[config.mk]
export PLATFORM = sky130hd
export DESIGN_NAME = debug_event_router
export DESIGN_NICKNAME = d
export VERILOG_FILES = /design/src/pkg/debug_event_pkg.sv /design/src/rtl/debug_event_router.sv
export SDC_FILE = /design/constraint.sdc
export NUM_CORES = 1
export LEC_CHECK = 0
export ABC_CLOCK_PERIOD_IN_PS = 1800
export BUFFER_PORTS_ARGS = -buffer_cell sky130_fd_sc_hd__clkbuf_2
export CORE_MARGIN = 5
export CORE_UTILIZATION = 42
export CTS_CLUSTER_DIAMETER = 60
export CTS_CLUSTER_SIZE = 14
export DETAILED_ROUTE_END_ITERATION = 16
export GPL_TIMING_DRIVEN = 0
export PLACE_DENSITY = 0.85
export SYNTH_ARGS = -nofsm -noshare
export SYNTH_HDL_FRONTEND = slang
export SYNTH_SLANG_ARGS = --single-unit
[constraint.sdc]
create_clock -name aclk -period 1.8 [get_ports aclk]
set_input_delay 0.18 -clock aclk [delete_from_list [all_inputs] [get_ports aclk]]
set_output_delay 0.18 -clock aclk [all_outputs]
set_load 0.01 [all_outputs]
[src/pkg/debug_event_pkg.sv]
/*
 * Constants, state type and register layout for the debug event router.
 * Assumes a single 25 MHz processor clock and an AXI4-Lite register port.
 */
// Operation
// External debug requests count only while running; ignored when already halted.
// An external request that becomes a debug event sets the external flag.
// Entering the halted state raises a cross-halt output mirroring the halted status.
// While halted, an external restart request resumes execution.
// Restart requests arriving while running are ignored.
// Local reset leaves the halted state; enable fields clear on power-on reset only.
// Halting debug plus reset catch enabled: halt and set halt request after reset.
// With halting debug enabled any debug event halts and sets halt request.
// Halting debug is off when its enable is 0 or authentication forbids it; reset catch here needs only the enable.
// Halting off, monitor on: monitor exception only if its priority exceeds current.
// Low monitor priority: breakpoint instruction escalates to a hard fault.
// Low monitor priority: breakpoint unit hit escalates to hard fault here.
// Low monitor priority: watchpoint and external request events are dropped.
// An event raising the monitor exception sets the monitor pending bit.
// Software may set monitor pending anytime; it is taken regardless of monitor enable.
// Halting and monitor both off: breakpoints hard fault, other events ignored.
// Breakpoint in NMI or hard fault handler without halting debug locks up.
// Each event kind has a write-one-to-clear flag set when it halts or traps.
// Vector catch only halts; other event kinds support halt and monitor handling.
// External request not halting, monitor enabled with priority, sets monitor pending.
// External request and restart are levels, synchronised, held until answered.
package debug_event_pkg;
    // --------------------------------------------------------------
    // Register byte offsets
    // --------------------------------------------------------------
    localparam logic [3:0] OFS_HALT_CTRL = 4'h0;  // halt_ctrl_status_reg
    localparam logic [3:0] OFS_MON_CTRL  = 4'h4;  // exc_monitor_ctrl_reg
    localparam logic [3:0] OFS_FAULT_ST  = 4'h8;  // debug_fault_status_reg
    // halt_ctrl_status_reg fields
    localparam int BIT_HALT_DBG_EN   = 0;
    localparam int BIT_HALT_REQ      = 1;
    localparam int BIT_HALTED_STATUS = 17;
    // exc_monitor_ctrl_reg fields
    localparam int BIT_RST_VC_EN  = 0;
    localparam int BIT_MON_ENA    = 16;
    localparam int BIT_MON_PENDING = 17;
    // debug_fault_status_reg fields
    localparam int FLAG_HALTED = 0;
    localparam int FLAG_BRK    = 1;
    localparam int FLAG_WATCH  = 2;
    localparam int FLAG_VECT   = 3;
    localparam int FLAG_EXT    = 4;
    localparam int NUM_FLAGS   = 5;
    localparam logic [4:0] FLAGS_RESET = 5'h00;
    // Bus response codes
    localparam logic [1:0] RESP_OKAY   = 2'h0;
    localparam logic [1:0] RESP_SLVERR = 2'h2;
    // Core debug state, Gray coded run -> halt -> lockup
    typedef enum logic [1:0] {
        ST_RUN  = 2'h0,
        ST_HALT = 2'h1,
        ST_LOCK = 2'h3
    } core_state_t;
endpackage

[src/rtl/debug_event_router.sv]
/*
 * Debug event router: routes debug events to halt, monitor exception,
 * hard fault or lockup, holds the debug control/status registers and
 * serves them over AXI4-Lite.
 * Assumes all inputs synchronous to aclk except the two external request
 * levels, which are resynchronised here. Priorities are urgency levels:
 * a larger number is more urgent.
 */
// Local design decisions: the AXI4-Lite slave port and the register offsets.
`timescale 1ns/1ps
`default_nettype none
module debug_event_router
    import debug_event_pkg::*;
(
    input  wire logic        aclk,
    input  wire logic        aresetn,
    input  wire logic        por_resetn,
    input  wire logic        clk_en,
    input  wire logic        s_axi_awvalid,
    output logic             s_axi_awready,
    input  wire logic [31:0] s_axi_awaddr,
    input  wire logic        s_axi_wvalid,
    output logic             s_axi_wready,
    input  wire logic [31:0] s_axi_wdata,
    input  wire logic [3:0]  s_axi_wstrb,
    output logic             s_axi_bvalid,
    input  wire logic        s_axi_bready,
    output logic [1:0]       s_axi_bresp,
    input  wire logic        s_axi_arvalid,
    output logic             s_axi_arready,
    input  wire logic [31:0] s_axi_araddr,
    output logic             s_axi_rvalid,
    input  wire logic        s_axi_rready,
    output logic [31:0]      s_axi_rdata,
    output logic [1:0]       s_axi_rresp,
    input  wire logic        ext_debug_request_in,
    input  wire logic        ext_restart_request_in,
    input  wire logic        auth_halt_allowed,
    input  wire logic [7:0]  exec_priority,
    input  wire logic [7:0]  monitor_priority,
    input  wire logic        in_nmi_or_hardfault,
    input  wire logic        evt_internal_halt,
    input  wire logic        evt_brk_instr,
    input  wire logic        evt_brk_unit,
    input  wire logic        evt_watchpoint,
    input  wire logic        evt_vector_catch,
    input  wire logic        monitor_taken,
    output logic             halted,
    output logic             monitor_request,
    output logic             hard_fault_req,
    output logic             lockup
);
    // --------------------------------------------------------------
    // Declarations
    // --------------------------------------------------------------
    core_state_t           state_r, state_nxt;
    logic                  halting_debug_enable, reset_vector_catch_enable, monitor_enable;
    logic                  monitor_pending, halt_req_r, rst_seen_r;
    logic [NUM_FLAGS-1:0]  flags_r, flags_set;
    logic                  edbg_meta_r, edbg_sync_r, rst_meta_r, rst_sync_r;
    logic                  aw_got_r, w_got_r;
    logic [3:0]            aw_ofs_r;
    logic [31:0]           wdata_r;
    logic [3:0]            wstrb_r;
    logic                  halt_en, mon_ok, running, ext_evt, brk_any, any_evt;
    logic                  reset_catch, enter_halt, to_monitor, to_lockup, to_fault;
    logic                  leave_halt, wr_fire, sw_halt_clear;
    logic                  mon_set, mon_clr_sw, mon_set_sw;

    // Register index decode shared by read and write paths
    function automatic logic [1:0] reg_sel(input logic [31:0] addr);
        if (addr[31:4] != 28'h0000000 || addr[1:0] != 2'h0) begin
            reg_sel = 2'h3;
        end else if (addr[3:0] == OFS_HALT_CTRL) begin
            reg_sel = 2'h0;
        end else if (addr[3:0] == OFS_MON_CTRL) begin
            reg_sel = 2'h1;
        end else if (addr[3:0] == OFS_FAULT_ST) begin
            reg_sel = 2'h2;
        end else begin
            reg_sel = 2'h3;
        end
    endfunction

    // --------------------------------------------------------------
    // External request synchronisers
    // --------------------------------------------------------------
    // level inputs, two flops each
    always_ff @(posedge aclk) begin
        if (!aresetn) begin
            edbg_meta_r <= 1'b0;
            edbg_sync_r <= 1'b0;
            rst_meta_r  <= 1'b0;
            rst_sync_r  <= 1'b0;
        end else if (clk_en) begin
            edbg_meta_r <= ext_debug_request_in;
            edbg_sync_r <= edbg_meta_r;
            rst_meta_r  <= ext_restart_request_in;
            rst_sync_r  <= rst_meta_r;
        end
    end

    // --------------------------------------------------------------
    // Event routing
    // --------------------------------------------------------------
    // Events are resolved in one cycle; a held external level re-fires
    // monitor pending each cycle, which is harmless as the bit is sticky.
    always_comb begin
        running     = (state_r == ST_RUN);
        // halting needs enable and authentication
        halt_en     = halting_debug_enable & auth_halt_allowed;
        // monitor only above current priority
        mon_ok      = monitor_enable & (monitor_priority > exec_priority);
        // external request counts only while running
        ext_evt     = running & edbg_sync_r;
        brk_any     = running & (evt_brk_instr | evt_brk_unit);
        any_evt     = running & (evt_internal_halt | evt_brk_instr | evt_brk_unit |
                      evt_watchpoint | evt_vector_catch | edbg_sync_r);
        // reset catch at first enabled edge after local reset
        reset_catch = !rst_seen_r & halting_debug_enable & reset_vector_catch_enable;
        // any event halts when halting is enabled
        enter_halt  = (halt_en & any_evt) | reset_catch;
        // breakpoint in NMI or hard fault handler locks up
        to_lockup   = !halt_en & brk_any & in_nmi_or_hardfault;
        // vector catch never reaches the monitor
        to_monitor  = !halt_en & !to_lockup & mon_ok & running &
                      (evt_internal_halt | evt_brk_instr | evt_brk_unit |
                       evt_watchpoint | edbg_sync_r);
        // breakpoints escalate, watch and external drop
        to_fault    = !halt_en & !to_lockup & !mon_ok & brk_any;
    end

    // Flags set only by events that halt or trap
    always_comb begin
        flags_set = FLAGS_RESET;
        if (enter_halt | to_monitor) begin
            // one flag per event kind
            flags_set[FLAG_HALTED] = running & evt_internal_halt;
            flags_set[FLAG_BRK]    = brk_any;
            flags_set[FLAG_WATCH]  = running & evt_watchpoint;
            // external event flag
            flags_set[FLAG_EXT]    = ext_evt;
        end
        if (enter_halt) begin
            flags_set[FLAG_VECT]   = (running & evt_vector_catch) | reset_catch;
        end
    end

    // --------------------------------------------------------------
    // Core debug state
    // --------------------------------------------------------------
    assign wr_fire       = aw_got_r & w_got_r & !s_axi_bvalid;
    assign sw_halt_clear = wr_fire & (reg_sel({28'h0000000, aw_ofs_r}) == 2'h0) &
                           wstrb_r[0] & !wdata_r[BIT_HALT_REQ];
    // restart or halt request cleared resumes; R5: restart ignored when running
    assign leave_halt    = (state_r == ST_HALT) & (rst_sync_r | sw_halt_clear) & !reset_catch;

    always_comb begin
        state_nxt = state_r;
        case (state_r)
            ST_RUN: begin
                if (to_lockup) begin
                    state_nxt = ST_LOCK;
                end else if (enter_halt) begin
                    state_nxt = ST_HALT;
                end
            end
            ST_HALT: begin
                if (leave_halt) begin
                    state_nxt = ST_RUN;
                end
            end
            default: begin
                state_nxt = ST_LOCK;
            end
        endcase
    end

    // local reset forces the run state
    always_ff @(posedge aclk) begin
        if (!aresetn) begin
            state_r        <= ST_RUN;
            halted         <= 1'b0;
            lockup         <= 1'b0;
            hard_fault_req <= 1'b0;
            rst_seen_r     <= 1'b0;
        end else if (clk_en) begin
            state_r        <= state_nxt;
            // cross-halt output mirrors the halted status
            halted         <= (state_nxt == ST_HALT);
            lockup         <= (state_nxt == ST_LOCK);
            hard_fault_req <= to_fault;
            rst_seen_r     <= 1'b1;
        end
    end

    // Halt request bit follows entry and software writes
    always_ff @(posedge aclk) begin
        if (!aresetn) begin
            halt_req_r <= 1'b0;
        end else if (clk_en) begin
            if (enter_halt) begin
                // entry sets the halt request bit
                halt_req_r <= 1'b1;
            end else if (leave_halt) begin
                halt_req_r <= 1'b0;
            end else if (wr_fire & (reg_sel({28'h0000000, aw_ofs_r}) == 2'h0) & wstrb_r[0]) begin
                halt_req_r <= wdata_r[BIT_HALT_REQ];
            end
        end
    end

    // --------------------------------------------------------------
    // Power-on-only control fields
    // --------------------------------------------------------------
    // these survive a local reset so reset catch can work
    always_ff @(posedge aclk) begin
        if (!por_resetn) begin
            halting_debug_enable      <= 1'b0;
            reset_vector_catch_enable <= 1'b0;
            monitor_enable            <= 1'b0;
        end else if (clk_en & wr_fire) begin
            if (reg_sel({28'h0000000, aw_ofs_r}) == 2'h0 && wstrb_r[0]) begin
                halting_debug_enable <= wdata_r[BIT_HALT_DBG_EN];
            end
            if (reg_sel({28'h0000000, aw_ofs_r}) == 2'h1) begin
                if (wstrb_r[0]) begin
                    reset_vector_catch_enable <= wdata_r[BIT_RST_VC_EN];
                end
                if (wstrb_r[2]) begin
                    monitor_enable <= wdata_r[BIT_MON_ENA];
                end
            end
        end
    end

    // --------------------------------------------------------------
    // Monitor pending and fault status flags
    // --------------------------------------------------------------
    // trapping events set pending; hardware set beats any clear
    assign mon_set    = to_monitor;
    assign mon_set_sw = wr_fire & (reg_sel({28'h0000000, aw_ofs_r}) == 2'h1) &
                        wstrb_r[2] & wdata_r[BIT_MON_PENDING];
    assign mon_clr_sw = wr_fire & (reg_sel({28'h0000000, aw_ofs_r}) == 2'h1) &
                        wstrb_r[2] & !wdata_r[BIT_MON_PENDING];
    // pending drives the request whatever the monitor enable
    always_ff @(posedge aclk) begin
        if (!por_resetn) begin
            monitor_pending <= 1'b0;
            monitor_request <= 1'b0;
        end else if (clk_en) begin
            if (mon_set | mon_set_sw) begin
                monitor_pending <= 1'b1;
                monitor_request <= 1'b1;
            end else if (mon_clr_sw | monitor_taken) begin
                monitor_pending <= 1'b0;
                monitor_request <= 1'b0;
            end
        end
    end

    // write one to clear, set wins
    always_ff @(posedge aclk) begin
        if (!por_resetn) begin
            flags_r <= FLAGS_RESET;
        end else if (clk_en) begin
            if (wr_fire && reg_sel({28'h0000000, aw_ofs_r}) == 2'h2 && wstrb_r[0]) begin
                flags_r <= (flags_r & ~wdata_r[NUM_FLAGS-1:0]) | flags_set;
            end else begin
                flags_r <= flags_r | flags_set;
            end
        end
    end

    // --------------------------------------------------------------
    // AXI4-Lite write channel
    // --------------------------------------------------------------
    // Address and data are caught independently; response after both
    always_ff @(posedge aclk) begin
        if (!aresetn) begin
            aw_got_r      <= 1'b0;
            w_got_r       <= 1'b0;
            aw_ofs_r      <= 4'h0;
            wdata_r       <= 32'h00000000;
            wstrb_r       <= 4'h0;
            s_axi_awready <= 1'b0;
            s_axi_wready  <= 1'b0;
            s_axi_bvalid  <= 1'b0;
            s_axi_bresp   <= RESP_OKAY;
        end else if (clk_en) begin
            s_axi_awready <= !aw_got_r & !s_axi_awready & !s_axi_bvalid;
            s_axi_wready  <= !w_got_r & !s_axi_wready & !s_axi_bvalid;
            if (s_axi_awvalid & s_axi_awready) begin
                aw_got_r <= 1'b1;
                aw_ofs_r <= (s_axi_awaddr[31:4] == 28'h0000000) ? s_axi_awaddr[3:0] : 4'hf;
                s_axi_awready <= 1'b0;
            end
            if (s_axi_wvalid & s_axi_wready) begin
                w_got_r <= 1'b1;
                wdata_r <= s_axi_wdata;
                wstrb_r <= s_axi_wstrb;
                s_axi_wready <= 1'b0;
            end
            if (wr_fire) begin
                aw_got_r     <= 1'b0;
                w_got_r      <= 1'b0;
                s_axi_bvalid <= 1'b1;
                s_axi_bresp  <= (reg_sel({28'h0000000, aw_ofs_r}) == 2'h3) ? RESP_SLVERR
                                                                          : RESP_OKAY;
            end else if (s_axi_bvalid & s_axi_bready) begin
                s_axi_bvalid <= 1'b0;
            end
        end
    end

    // --------------------------------------------------------------
    // AXI4-Lite read channel
    // --------------------------------------------------------------
    // Register status is sampled at the address handshake
    always_ff @(posedge aclk) begin
        if (!aresetn) begin
            s_axi_arready <= 1'b0;
            s_axi_rvalid  <= 1'b0;
            s_axi_rdata   <= 32'h00000000;
            s_axi_rresp   <= RESP_OKAY;
        end else if (clk_en) begin
            s_axi_arready <= !s_axi_arready & !s_axi_rvalid;
            if (s_axi_arvalid & s_axi_arready) begin
                s_axi_arready <= 1'b0;
                s_axi_rvalid  <= 1'b1;
                s_axi_rresp   <= RESP_OKAY;
                s_axi_rdata   <= 32'h00000000;
                case (reg_sel(s_axi_araddr))
                    2'h0: begin
                        s_axi_rdata[BIT_HALT_DBG_EN]   <= halting_debug_enable;
                        s_axi_rdata[BIT_HALT_REQ]      <= halt_req_r;
                        s_axi_rdata[BIT_HALTED_STATUS] <= (state_r == ST_HALT);
                    end
                    2'h1: begin
                        s_axi_rdata[BIT_RST_VC_EN] <= reset_vector_catch_enable;
                        s_axi_rdata[BIT_MON_ENA]     <= monitor_enable;
                        s_axi_rdata[BIT_MON_PENDING] <= monitor_pending;
                    end
                    2'h2: begin
                        s_axi_rdata[NUM_FLAGS-1:0] <= flags_r;
                    end
                    default: begin
                        s_axi_rresp <= RESP_SLVERR;
                    end
                endcase
            end else if (s_axi_rvalid & s_axi_rready) begin
                s_axi_rvalid <= 1'b0;
            end
        end
    end
endmodule
`default_nettype wire

==> out/metrics.yaml <==
cp-end-kind: "flip-flop"
ys_ff_latch: 49
status: "finished clean"
dpl.hpwl_um: 6280
clkTransAtPathRegs_ns: 0.09
async_reset_ff_share_pct: 0
hold_ws_ns: 0.103
tightest_slew_ns: 0.648
grt-ovfl-total: 0
via_count: 2748
crit_arrival_ns: 1.91
yosysSeqAreaShare_pct: 36.4
cp-start-kind: "flip-flop"
peakVddDrop_mv: 0.339
synth.avg_cell_area_um2: 8.40
synth_area_um2: 2700
holdCritPathClass: "primary input to flip-flop"
antenna_found_initial: 0
place.gp.congestion: 0.874
post-cts-setup-buffers: 0
vias_per_cell: 4.94
critical_path.top_delay_family: "simple AND/OR/NAND/NOR gates"
die_area_um2: 8130
io_pins: 180
timing.final.ws_setup_ns: 0.0879
period_minus_slack_ns: 1.71
cts_tree: "done"
clk_path_buf_depth: 2
final_common_cell: "clkbuf_2"
clk_latency_ns: 0.30
rsz0062_at_grt: "false"
grt_pass1_vias: 2627
reg2regPathDepth: 5
synth-main-ff-cell: "dfxtp_1"
critical_path_class: "flip-flop to flip-flop"
cts_sinks: 49
layout_common_cells: "clkbuf_2 (124), dfxtp_1 (49), nand2_1 (40)"
min_to: "wdata_r[17]$_SDFFE_PN0P_"
crit_buf_inv: 0
wl_um: 7410
maxCapViolCount: 0
synthCells: 321
cp_cell_sequence: "or4b_4, nor4_4, a41o_1, a311oi_1, a22o_1"
remaining_drc_errors: 0
fp.dieW_um: 90.1
setup_viol: 0
cts_buffers: 5
start_util_pct: 42.7
reg2reg_slack_ns: 0.09
synth-edff-count: 0
grt_max_degree: 15
grt_pass1_wl_um: 11800
drive_gt1_share_pct: 35.3
slew_headroom_pct: 56.8
yosys_warnings: 0
r2r-end: "halted$_SDFFE_PN0P_"
cts_resized: 0
cts-root-buf: "clkbuf_8"
min_period_over_period_pct: 95.1
pre_cts_ws_ns: 0.0217
slew_violations: 0
min_path_cells: 3
min_from: "s_axi_wdata[17]"
slowest_stage: "or4b_4"
routedWlPerCell_um: 13.3
hold_viol: 0
antennaDiodeCount: 0
max_stage_delay_ns: 0.58
fp-row-count: 29
fin_worst_skew_ns: 0.00370
p_leak_nw: 1.78
r2r_start: "aw_ofs_r[0]$_SDFFE_PN0P_"
io_buffers: 124
track_usage_pct: 17.4
drt_iter0_markers: 131
ant_nets: 0
hold_buffers: 0
power_mw: 2.27
ctsHtreeMaxLevel: 2
max_freq_mhz: 584
first_pass_iters: 4
required_ns: 2.00
p_per_area_nw_per_um2: 626
nNetsFinal: 621
design.core.area_um2: 6310
synth.distinct_cells: 47
path_max_fanout: 3
syn2layout_area_growth_pct: 34.4
fp.dieH_um: 90.1
## worst min-delay path, delay by kind of cell
family	cells	cell delay, ns
AOI/OAI and AO/OA	1	0.06
buffers and inverters	1	0.08
and+or+nand+nor	1	0.04
## worst max-delay path by stage
stage / cells after the start / start / slack, ns / to
6_report: 5 / aw_ofs_r[0]$_SDFFE_PN0P_ / 0.09 / halted$_SDFFE_PN0P_
5_1_grt: 5 / aw_ofs_r[0]$_SDFFE_PN0P_ / 0.02 / flags_r[1]$_SDFFE_PN0P_
4_1_cts: 5 / aw_ofs_r[0]$_SDFFE_PN0P_ / 0.01 / halted$_SDFFE_PN0P_
3_5_place_dp: 5 / aw_ofs_r[0]$_SDFFE_PN0P_ / 0.02 / halted$_SDFFE_PN0P_
3_3_place_gp: 7 / clk_en / -0.009 / flags_r[1]$_SDFFE_PN0P_
2_1_floorplan: 5 / aw_ofs_r[0]$_SDFFE_PN0P_ / 0.14 / halted$_SDFFE_PN0P_
## layout make-up
cell class | instances | area (um2)
Buffer | 39 | 249
Clock buffer | 7 | 96.3
Clock inverter | 1 | 5.00
Fill cell | 588 | 2690
Inverter | 16 | 60.1
Multi-Input combinational cell | 243 | 1520
Sequential cell | 49 | 981
Tap cell | 77 | 96.3
Timing Repair Buffer | 124 | 621
## report_power, final
group          internal (mW)  switching, mW
clock                  0.348          0.363
sequential              1.12         0.0284
combinational          0.212          0.199
total                   1.68          0.591
## synthesized netlist by cell type (4+ instances only)
library cell / instances / area [um2]
nand2_1: 40 / 150
nor2_1: 11 / 41.3
mux2i_1: 13 / 130
ha_1: 8 / 100
dfxtp_1: 49 / 981
clkbuf_1: 11 / 41.3
nor3_1: 5 / 25.0
nor4_1: 14 / 87.6
a21oi_1: 7 / 35.0
and3_1: 4 / 25.0
nand3_1: 9 / 45.0
a21boi_0: 9 / 67.6
inv_1: 16 / 60.1
o21ai_1: 5 / 25.0
nor2b_1: 23 / 144
o21ai_0: 6 / 30.0
o221a_2: 4 / 45.0
buf_4: 27 / 203
nand4_1: 13 / 81.3
## routing by layer
layer,global-route usage [%],wire [um],vias to the layer above
met3,5.51,615,10
met1,20.5,3050,1220
li1,-,-,1409
met5,0,0,-
met2,30.2,3670,109
met4,4.47,78,0
## cells by family after synthesis
logic type	after synthesis	synth area share [%]
AOI/OAI and AO/OA	61	16.4
adders and majority gates	8	3.71
buffers and inverters	55	11.5
DFF	49	36.4
muxes	13	4.82
other	1	0.139
and+or+nand+nor	134	27.1
## state kept, by name, indices dropped and copies added (netlist names), 2 cells and up
register,flops
wstrb_r,2
s_axi_rdata,7
wdata_r,7
flags_r,5
aw_ofs_r,4
state_r,2
## per-stage QoR
| stage | utilization, % | instances | setup TNS (ns) | instance area, um2 |
|---|---|---|---|---|
| after CTS | 57.2 | 556 | 0 | 3610 |
| final | 57.4 | 556 | 0 | 3630 |
| after floorplan | - | 347 | 0 | 2800 |
| after global placement | 55.6 | 548 | -0.00861 | 3510 |
| after global routing | 57.4 | 556 | 0 | 3630 |
| after detailed placement | 55.6 | 548 | 0 | 3510 |
(Power assumes the default switching activity.)
